<file path="config.mk">
export PLATFORM = sky130hd
export DESIGN_NAME = sla_status_led
export DESIGN_NICKNAME = d
export VERILOG_FILES = /design/src/sla_pkg.sv /design/src/sla_pattern_gen.sv /design/src/sla_status_led.sv
export SDC_FILE = /design/constraint.sdc
export NUM_CORES = 1
export LEC_CHECK = 0
export BUFFER_PORTS_ARGS = -buffer_cell sky130_fd_sc_hd__clkbuf_2
export CAP_MARGIN = 20
export CELL_PAD_IN_SITES_DETAIL_PLACEMENT = 1
export CELL_PAD_IN_SITES_GLOBAL_PLACEMENT = 2
export CORE_MARGIN = 5
export CORE_UTILIZATION = 35
export DETAILED_ROUTE_END_ITERATION = 16
export HOLD_SLACK_MARGIN = 0.05
export PLACE_DENSITY_LB_ADDON = 0.1
export SETUP_SLACK_MARGIN = 0.1
export SYNTH_ARGS = -nofsm -noshare
export SYNTH_HDL_FRONTEND = slang
export SYNTH_SLANG_ARGS = --single-unit
</file>
<file path="constraint.sdc">
create_clock -name clock_i -period 1.9 [get_ports clock_i]
set_input_delay 0.285 -clock clock_i [delete_from_list [all_inputs] [get_ports clock_i]]
set_output_delay 0.285 -clock clock_i [all_outputs]
set_load 0.1 [all_outputs]
</file>
<file path="src/sla_pkg.sv">
// Package with constants and types for the slave status indicator and node address block
// What this block does
// - Each port's link indicator is dark without a physical link and lit while the link is up.
// - A port's link indicator flickers while its link is up and traffic passes through it.
// - Run indicator: off in Init, blinks in Pre-Op, single flash in Safe-Op, on in Op.
// - Error indicator: off, blink, single, double flash, flicker or on by error class.
// - The switch address is ten times the left digit plus the right digit, from 00 to 99.
// - With both switches at 00 the host-assigned address is used.
// - With a host from another maker the host-assigned address is always used.
// - With the own-make host and switches at 01 to 99 the switch value is reported.
// - The switches are sampled once after each reset release and held until the next reset.
// - A duplicated node address raises an error and stops operation.
package sla_pkg;
  localparam int unsigned CLK_MHZ = 200;
  localparam int unsigned FLICKER_MS_X10 = 500;
  localparam int unsigned BLINK_MS = 200;
  localparam int unsigned FLASH_OFF_MS = 1000;
  localparam int unsigned FLICKER_CYC = (FLICKER_MS_X10 * CLK_MHZ) / 10;
  localparam int unsigned BLINK_CYC = BLINK_MS * 1000 * CLK_MHZ;
  localparam int unsigned FLASH_OFF_CYC = FLASH_OFF_MS * 1000 * CLK_MHZ;
  localparam int unsigned SAMPLE_DELAY_CYC = 16;
  localparam logic [6:0] ADDR_RESET = 7'h00;
  localparam logic [6:0] ADDR_MAX = 7'h63;
  localparam int unsigned CNT_W = 32;

  typedef enum logic [1:0] {
    SLA_ST_INIT,
    SLA_ST_PREOP,
    SLA_ST_SAFEOP,
    SLA_ST_OP
  } sla_state_type;

  typedef enum logic [2:0] {
    SLA_PAT_OFF,
    SLA_PAT_BLINK,
    SLA_PAT_SINGLE,
    SLA_PAT_DOUBLE,
    SLA_PAT_FLICKER,
    SLA_PAT_ON
  } sla_pattern_type;

  // Error inputs bit order: 0 setting,1 sync/data,2 app watchdog,3 boot,4 pdi watchdog,5 dup
  localparam int unsigned ERR_N = 6;
  localparam logic [17:0] ERR_PRIO_DEFAULT = {3'd0, 3'd1, 3'd2, 3'd3, 3'd4, 3'd5};
endpackage

</file>
<file path="src/sla_pattern_gen.sv">
// Pattern timebase producing blink, flash and flicker levels
`timescale 1ns/1ps
module sla_pattern_gen
  import sla_pkg::*;
#(
  parameter int unsigned FLICKER_C = FLICKER_CYC,
  parameter int unsigned BLINK_C = BLINK_CYC,
  parameter int unsigned FLASH_OFF_C = FLASH_OFF_CYC
) (
  input wire logic clock_i,
  input wire logic reset_n_i,
  output logic flicker_o,
  output logic blink_o,
  output logic single_o,
  output logic double_o
);
  logic [CNT_W-1:0] fl_cnt, next_fl_cnt;
  logic [CNT_W-1:0] bl_cnt, next_bl_cnt;
  logic [2:0] phase, next_phase;
  logic fl, next_fl;
  logic bl, next_bl;
  logic sg, next_sg;
  logic db, next_db;

  // Phases: 0 on,1 off,2 on,3..6 long off; each phase one blink on or off time, so long off lasts four
  always_comb begin
    next_fl_cnt = fl_cnt + 1'b1;
    next_fl = fl;
    if (fl_cnt >= CNT_W'(FLICKER_C - 1)) begin
      next_fl_cnt = '0;
      next_fl = ~fl;
    end
    next_bl_cnt = bl_cnt + 1'b1;
    next_bl = bl;
    next_phase = phase;
    if (bl_cnt >= CNT_W'(BLINK_C - 1)) begin
      next_bl_cnt = '0;
      next_bl = ~bl;
      next_phase = (phase == 3'd6) ? 3'd0 : phase + 3'd1;
    end
    next_sg = (next_phase == 3'd0);
    next_db = (next_phase == 3'd0) || (next_phase == 3'd2);
  end

  always_ff @(posedge clock_i or negedge reset_n_i) begin
    if (!reset_n_i) begin
      fl_cnt <= '0;
      bl_cnt <= '0;
      phase <= 3'd0;
      fl <= 1'b0;
      bl <= 1'b0;
      sg <= 1'b0;
      db <= 1'b0;
    end else begin
      fl_cnt <= next_fl_cnt;
      bl_cnt <= next_bl_cnt;
      phase <= next_phase;
      fl <= next_fl;
      bl <= next_bl;
      sg <= next_sg;
      db <= next_db;
    end
  end

  assign flicker_o = fl;
  assign blink_o = bl;
  assign single_o = sg;
  assign double_o = db;
endmodule

</file>
<file path="src/sla_status_led.sv">
// Status indicators and node address selection of the fieldbus slave
`timescale 1ns/1ps
module sla_status_led
  import sla_pkg::*;
#(
  parameter int unsigned FLICKER_C = FLICKER_CYC,
  parameter int unsigned BLINK_C = BLINK_CYC,
  parameter int unsigned FLASH_OFF_C = FLASH_OFF_CYC,
  parameter logic [17:0] ERR_PRIO = sla_pkg::ERR_PRIO_DEFAULT
) (
  input wire logic clock_i,
  input wire logic reset_n_i,
  input wire logic [1:0] link_up_i,
  input wire logic [1:0] traffic_i,
  input wire sla_pkg::sla_state_type slave_state_i,
  input wire logic [4:0] error_i,
  input wire logic [3:0] switch_tens_i,
  input wire logic [3:0] switch_units_i,
  input wire logic own_host_i,
  input wire logic [6:0] host_address_i,
  input wire logic dup_address_i,
  output logic [1:0] link_led_o,
  output logic run_led_o,
  output logic err_led_o,
  output logic [6:0] node_address_o,
  output logic address_valid_o,
  output logic halt_o
);
  import sla_pkg::*;

  logic flicker, blink, single, dbl;

  sla_pattern_gen #(
    .FLICKER_C(FLICKER_C),
    .BLINK_C(BLINK_C),
    .FLASH_OFF_C(FLASH_OFF_C)
  ) u_pat (
    .clock_i(clock_i),
    .reset_n_i(reset_n_i),
    .flicker_o(flicker),
    .blink_o(blink),
    .single_o(single),
    .double_o(dbl)
  );

  // Level of one pattern for the current timebase state
  function automatic logic pat_level(input sla_pattern_type p, input logic fl, input logic bl,
                                     input logic sg, input logic db);
    logic r;
    r = 1'b0;
    case (p)
      SLA_PAT_OFF: r = 1'b0;
      SLA_PAT_BLINK: r = bl;
      SLA_PAT_SINGLE: r = sg;
      SLA_PAT_DOUBLE: r = db;
      SLA_PAT_FLICKER: r = fl;
      SLA_PAT_ON: r = 1'b1;
      default: r = 1'b0;
    endcase
    return r;
  endfunction

  // Digits above nine read as nine
  function automatic logic [3:0] clamp_digit(input logic [3:0] d);
    return (d > 4'h9) ? 4'h9 : d;
  endfunction

  // Switch sampling and address
  logic [4:0] smp_cnt, next_smp_cnt;
  logic sampled, next_sampled;
  logic [6:0] sw_addr, next_sw_addr;
  logic [6:0] addr, next_addr;
  logic stopped, next_stopped;
  logic [1:0] link_led, next_link_led;
  logic run_led, next_run_led;
  logic err_led, next_err_led;
  sla_pattern_type run_pat, err_pat;
  logic [ERR_N-1:0] err_vec;

  always_comb begin
    next_smp_cnt = smp_cnt;
    next_sampled = sampled;
    next_sw_addr = sw_addr;
    if (!sampled) begin
      next_smp_cnt = smp_cnt + 5'd1;
      if (smp_cnt == 5'(SAMPLE_DELAY_CYC - 1)) begin
        next_sampled = 1'b1;
        next_sw_addr = 7'(clamp_digit(switch_tens_i) * 4'd10) +
                       7'(clamp_digit(switch_units_i));
      end
    end
    if (!sampled || sw_addr == 7'h00 || !own_host_i) begin
      next_addr = host_address_i;
    end else begin
      next_addr = sw_addr;
    end
    next_stopped = stopped | (sampled & dup_address_i);
  end

  // Indicator pattern selection
  always_comb begin
    case (slave_state_i)
      SLA_ST_INIT: run_pat = SLA_PAT_OFF;
      SLA_ST_PREOP: run_pat = SLA_PAT_BLINK;
      SLA_ST_SAFEOP: run_pat = SLA_PAT_SINGLE;
      SLA_ST_OP: run_pat = SLA_PAT_ON;
      default: run_pat = SLA_PAT_OFF;
    endcase
    err_vec = {stopped, error_i};
    err_pat = SLA_PAT_OFF;
    // Lowest priority first so the highest priority one wins
    for (int p = 0; p < ERR_N; p++) begin
      for (int i = 0; i < ERR_N; i++) begin
        if (ERR_PRIO[3*i +: 3] == 3'(p) && err_vec[i]) begin
          case (i)
            0: err_pat = SLA_PAT_BLINK;
            1: err_pat = SLA_PAT_SINGLE;
            2: err_pat = SLA_PAT_DOUBLE;
            3: err_pat = SLA_PAT_FLICKER;
            4: err_pat = SLA_PAT_ON;
            default: err_pat = SLA_PAT_BLINK; // Duplicate address shown as setting error
          endcase
        end
      end
    end
    for (int k = 0; k < 2; k++) begin
      next_link_led[k] = link_up_i[k] & (traffic_i[k] ? flicker : 1'b1);
    end
    next_run_led = stopped ? 1'b0 : pat_level(run_pat, flicker, blink, single, dbl);
    next_err_led = pat_level(err_pat, flicker, blink, single, dbl);
  end

  always_ff @(posedge clock_i or negedge reset_n_i) begin
    if (!reset_n_i) begin
      smp_cnt <= '0;
      sampled <= 1'b0;
      sw_addr <= ADDR_RESET;
      addr <= ADDR_RESET;
      stopped <= 1'b0;
      link_led <= 2'h0;
      run_led <= 1'b0;
      err_led <= 1'b0;
    end else begin
      smp_cnt <= next_smp_cnt;
      sampled <= next_sampled;
      sw_addr <= next_sw_addr;
      addr <= next_addr;
      stopped <= next_stopped;
      link_led <= next_link_led;
      run_led <= next_run_led;
      err_led <= next_err_led;
    end
  end

  assign link_led_o = link_led;
  assign run_led_o = run_led;
  assign err_led_o = err_led;
  assign node_address_o = addr;
  assign address_valid_o = sampled;
  assign halt_o = stopped;

  // Checks
  link_dark_a: assert property (@(posedge clock_i) disable iff (!reset_n_i)
    !link_up_i[0] |=> !link_led_o[0]) else $error("link led lit without link");
  link_on_a: assert property (@(posedge clock_i) disable iff (!reset_n_i)
    link_up_i[1] && !traffic_i[1] |=> link_led_o[1]) else $error("link led dark with link");
  link_flick_a: assert property (@(posedge clock_i) disable iff (!reset_n_i)
    link_up_i[0] && traffic_i[0] |=> link_led_o[0] == $past(flicker)) else $error("no flicker");
  run_op_a: assert property (@(posedge clock_i) disable iff (!reset_n_i)
    slave_state_i == SLA_ST_OP && !stopped |=> run_led_o) else $error("run led not on in op");
  run_init_a: assert property (@(posedge clock_i) disable iff (!reset_n_i)
    slave_state_i == SLA_ST_INIT |=> !run_led_o) else $error("run led lit in init");
  err_none_a: assert property (@(posedge clock_i) disable iff (!reset_n_i)
    error_i == 5'h00 && !stopped |=> !err_led_o) else $error("error led lit without error");
  err_pdi_a: assert property (@(posedge clock_i) disable iff (!reset_n_i)
    error_i == 5'h10 |=> err_led_o) else $error("pdi watchdog not shown steady");
  err_sync_a: assert property (@(posedge clock_i) disable iff (!reset_n_i)
    error_i == 5'h02 |=> err_led_o == $past(single)) else $error("sync error not single flash");
  err_app_a: assert property (@(posedge clock_i) disable iff (!reset_n_i)
    error_i == 5'h04 |=> err_led_o == $past(dbl)) else $error("app watchdog not double flash");
  err_boot_a: assert property (@(posedge clock_i) disable iff (!reset_n_i)
    error_i == 5'h08 |=> err_led_o == $past(flicker)) else $error("boot error not flickering");
  // Setting error carries the top code in the default priority order
  err_set_a: assert property (@(posedge clock_i) disable iff (!reset_n_i)
    ERR_PRIO == ERR_PRIO_DEFAULT && error_i[0] |=> err_led_o == $past(blink))
    else $error("setting error not shown first");
  run_pre_a: assert property (@(posedge clock_i) disable iff (!reset_n_i)
    slave_state_i == SLA_ST_PREOP && !stopped |=> run_led_o == $past(blink))
    else $error("run led not blinking in pre-op");
  run_safe_a: assert property (@(posedge clock_i) disable iff (!reset_n_i)
    slave_state_i == SLA_ST_SAFEOP && !stopped |=> run_led_o == $past(single))
    else $error("run led not single flashing in safe-op");
  run_halt_a: assert property (@(posedge clock_i) disable iff (!reset_n_i)
    stopped |=> !run_led_o) else $error("run led lit after halt");
  halt_keep_a: assert property (@(posedge clock_i) disable iff (!reset_n_i)
    halt_o |=> halt_o) else $error("halt released without reset");
  out_dark_a: assert property (@(posedge clock_i) disable iff (!reset_n_i)
    !link_up_i[1] |=> !link_led_o[1]) else $error("out link led lit without link");
  out_flick_a: assert property (@(posedge clock_i) disable iff (!reset_n_i)
    link_up_i[1] && traffic_i[1] |=> link_led_o[1] == $past(flicker)) else $error("no flicker");
  addr_hold_a: assert property (@(posedge clock_i) disable iff (!reset_n_i)
    sampled |=> sampled && $stable(sw_addr)) else $error("switch value changed after sample");
  addr_range_a: assert property (@(posedge clock_i) disable iff (!reset_n_i)
    sampled |-> sw_addr <= ADDR_MAX) else $error("switch address out of range");
  addr_host_a: assert property (@(posedge clock_i) disable iff (!reset_n_i)
    !own_host_i |=> node_address_o == $past(host_address_i)) else $error("host address ignored");
  addr_zero_a: assert property (@(posedge clock_i) disable iff (!reset_n_i)
    sampled && sw_addr == 7'h00 |=> node_address_o == $past(host_address_i))
    else $error("host address not used with switches at zero");
  addr_sw_a: assert property (@(posedge clock_i) disable iff (!reset_n_i)
    sampled && own_host_i && sw_addr != 7'h00 |=> node_address_o == $past(sw_addr))
    else $error("switch address not used");
  dup_stop_a: assert property (@(posedge clock_i) disable iff (!reset_n_i)
    sampled && dup_address_i |=> halt_o ##1 halt_o) else $error("duplicate address not halted");

  // Cover points for the main scenarios
  cov_op_c: cover property (@(posedge clock_i) disable iff (!reset_n_i)
    slave_state_i == SLA_ST_OP ##1 run_led_o);
  cov_traffic_c: cover property (@(posedge clock_i) disable iff (!reset_n_i)
    link_led_o[0] ##1 !link_led_o[0] ##1 link_led_o[0]);
  cov_dup_c: cover property (@(posedge clock_i) disable iff (!reset_n_i) $rose(halt_o));
  cov_prio_c: cover property (@(posedge clock_i) disable iff (!reset_n_i)
    error_i[0] && error_i[4] ##1 err_led_o);
  cov_host_c: cover property (@(posedge clock_i) disable iff (!reset_n_i)
    sampled && !own_host_i ##1 node_address_o != 7'h00);
endmodule

</file>
==> results_dict.tcl <==
set metrics [dict create \
    status "finished clean" \
    die_w_um 119.9 \
    synthFlopType "dfrtp_1" \
    min_path_type "in -> reg" \
    ys_types 46 \
    setup_viol_count_final 0 \
    critical-path-top-delay-family "compound AO/OA/AOI/OAI gates" \
    r2r_start "u_pat.bl_cnt[1]" \
    post_synth.cell_area_avg_um2 11.00 \
    netlist.top_cell.by_area "dfrtp_1" \
    first_global_vias 3335 \
    stdcell_area_um2 5336 \
    crit_end_category "register" \
    yosys_warnings 0 \
    synth-async-reset-ratio_pct 100.0 \
    timing.critical_path.arrival_ps 2080 \
    postSynthCellCount 384 \
    timing.critical_path.from_type "register" \
    via_per_inst 4.818 \
    floorplan.io_pins 43 \
    met2_length_mm 4.508 \
    highest-signal-layer "met4" \
    rr_endpoint "u_pat.double_o" \
    period_share_pct 96.32 \
    synth_edf_count 0 \
    drive_gt1_share_pct 26.53 \
    path_max_fanout 4 \
    grt_setup_unrepaired "yes" \
    finalHoldViolations 0 \
    synth.most_common_cell "dfrtp_1" \
    clock_path_buffers 2 \
    synth_simple_gate_area_share_pct 19.19 \
    finalCoreUtilization_pct 44.80 \
    dieHeight_um 119.9 \
    reg2reg_setup_slack_ps 70 \
    drt.antenna.violating_nets 0 \
    synthesized_area_fraction_occupied_by_xor_and_xnor_cells_pct 8.709 \
    min_from "traffic_i[0]" \
    power.ir.vdd_worst_uv 712.0 \
    synth_to_layout_area_growth_pct 26.33 \
    floorplan.rows 40 \
    slew_violations 0 \
    met3_length_um 239 \
    numnets_final 525 \
    detail_route.drc_violations 0 \
    synthTopCellsByArea "dfrtp_1, xor2_1, nor2_1" \
    powerDensity_nw_per_um2 878.1 \
    worst_hold_path.endpoint "link_led_o[0]" \
    timing_worst_slew_pin_value_ps 555.2 \
    grt-ovfl-total 0 \
    critical-path-slowest-cell "dfrtp_1" \
    yosysSeqAreaShare_pct 56.87 \
    synth_mux_area_share_pct 2.903 \
    synth_area_um2 4224 \
    hpwl_after_dpl_mm 6.892 \
    start_util_pct 35.46 \
    grt_antenna_before_repair 0 \
    finalClockSkew_ps 7.220 \
    max_freq_mhz 546.4 \
    cts-buffers-inserted 9 \
    tns_ps 0 \
    num-fill-cells 1314 \
    vias 3069 \
    root_buffer "clkbuf_16" \
    drtPass1Iterations 3 \
    fin_crit_ps 1830 \
    min_path_cells 2 \
    cts_tree "done" \
    portBuffers 42 \
    gp_congestion 0.7527 \
    cts_htree_levels 3 \
    grt_max_degree 40 \
    dieArea_um2 14370 \
    placed_cell_area_um2 4982 \
    worstPathBufferInverterCount 1 \
    required_ps 2150 \
    floorplan.core_area_um2 11910 \
    crit_path_cell_trace "ha_2 > nand3_2 > nor4_2 > o2111ai_2 > buf_4 > a22o_1 > o31ai_2" \
    critical-path-max-stage-delay_ps 370 \
    route.layer.met1.wl_mm 4.251 \
    cap_violations 0 \
    dr.first_iter.drc_count 77 \
    wl_per_cell_um 14.43 \
    critical_path_class "reg -> reg" \
    synth_top_cells_by_count "dfrtp_1, nor2_1, nand2_1, xor2_1, nand3_1" \
    r2r.worst_path.cells 7 \
    cts_post_setup_buffers_inserted 0 \
    synth_fa_ha_area_share_pct 3.140 \
    worst_skew_pair.late_latency_ps 340 \
    synth.top_cell.area_share_pct 56.87 \
    main_combinational_cell_family_by_area_after_synthesis "simple AND/OR/NAND/NOR gates" \
    drt-total-wl_mm 9.190 \
    power.static_leakage_nw 2.450 \
    tritoncts_num_sinks 96 \
    grt_pass1_wl_mm 16.06 \
    synth-compound-area-share_pct 6.872 \
    maxSlewHeadroom_pct 63.15 \
    postSynthRegisterBits 96 \
    clkTransAtPathRegs_ps 70 \
    fin_hold_ws_ps 119.3 \
    grt_util_all_layers_pct 14.17 \
    antenna_diode_count 0 \
]
[flip-flops by register name (all words and copies together) (netlist names), 2 cells and up]
register        count
smp_cnt             5
node_address_o      7
sw_addr             7
link_led_o          2
u_pat.phase         3
u_pat.fl_cnt       32
u_pat.bl_cnt       32
[worst max-delay path by stage]
stage	start	to	slack [ps]	depth (start not counted)
final	u_pat.bl_cnt[1]	u_pat.double_o	70	7
after global routing	u_pat.bl_cnt[1]	u_pat.double_o	-50	7
after CTS	u_pat.bl_cnt[1]	u_pat.phase[2]	20	6
after detailed placement	switch_tens_i[1]	sw_addr[6]	-230	10
after global placement	switch_tens_i[1]	sw_addr[6]	-110	10
after floorplan	u_pat.bl_cnt[15]	u_pat.phase[2]	100	5
[cells in the final DEF (no fill, tap or decap), drive strengths merged, types with 4 or more instances in the layout]
master   n
dfrtp   96
clkbuf  51
nor2    49
buf     35
nand2   31
xor2    30
conb    24
nand3   23
o21ai   13
xnor2   12
and3    11
mux2    10
inv     10
a21oi   10
nand4    9
nor4     9
ha       9
nand2b   6
and2     4
nor2b    4
nor3     4
a31oi    4
o31ai    4
[layout make-up]
type / instances / area (um2) / share of cell area (%)
Sequential cell: 96 / 2406 / 45.09
Multi-Input combinational cell: 292 / 1927 / 36.11
Timing Repair Buffer: 77 / 501.7 / 9.402
Clock buffer: 10 / 239.0 / 4.478
Tap cell: 147 / 183.9 / 3.447
Clock inverter: 6 / 42.54 / 0.7972
Inverter: 9 / 36.28 / 0.6800
[worst reg2reg max path, cell delays in order (launching register included)]
cell       delay, ps
dfrtp_1          370
ha_2             190
nand3_2           80
nor4_2           300
o2111ai_2        250
buf_4            220
a22o_1           240
o31ai_2           70
[per-layer routing]
| layer | up-vias | global-route usage [%] |
|---|---|---|
| li1 | 1496 | - |
| met1 | 1527 | 17.70 |
| met2 | 32 | 23.69 |
| met3 | 14 | 3.016 |
| met4 | 0 | 6.228 |
| met5 | - | 0 |
[repair_timing]
item | in CTS | in global routing
cloned | 0 | 0
hold buffers | 1 | 0
endpoints found under the setup margin | 28 | 36
hold endpoints to repair | 31 | 0
pin swaps | 0 | 2
gates resized for setup | 4 | 14
[logic make-up after synthesis]
group | Yosys count
xor+xnor | 42
fa+ha+maj | 10
simple gates | 159
compound gates | 46
buf+inv | 19
other cells | 1
mux | 11
flops | 96
[metrics by stage]
stage	power (W)	setup WS, ps	instances
2_1_floorplan	0.002757	103.2	407
3_3_place_gp	0.002976	-109.4	620
3_5_place_dp	0.002992	-229.2	620
4_1_cts	0.004755	17.65	637
5_1_grt	0.004940	-45.70	637
6_report	0.004686	69.93	637
[where the power goes]
group          switching [W]  internal, W  leakage, nW
clock network       0.000787     0.000925        0.135
registers           0.000106      0.00218         1.22
logic               0.000445     0.000247         1.10
total                0.00134      0.00335         2.45
No activity file was read; power rests on OpenSTA's default activity.
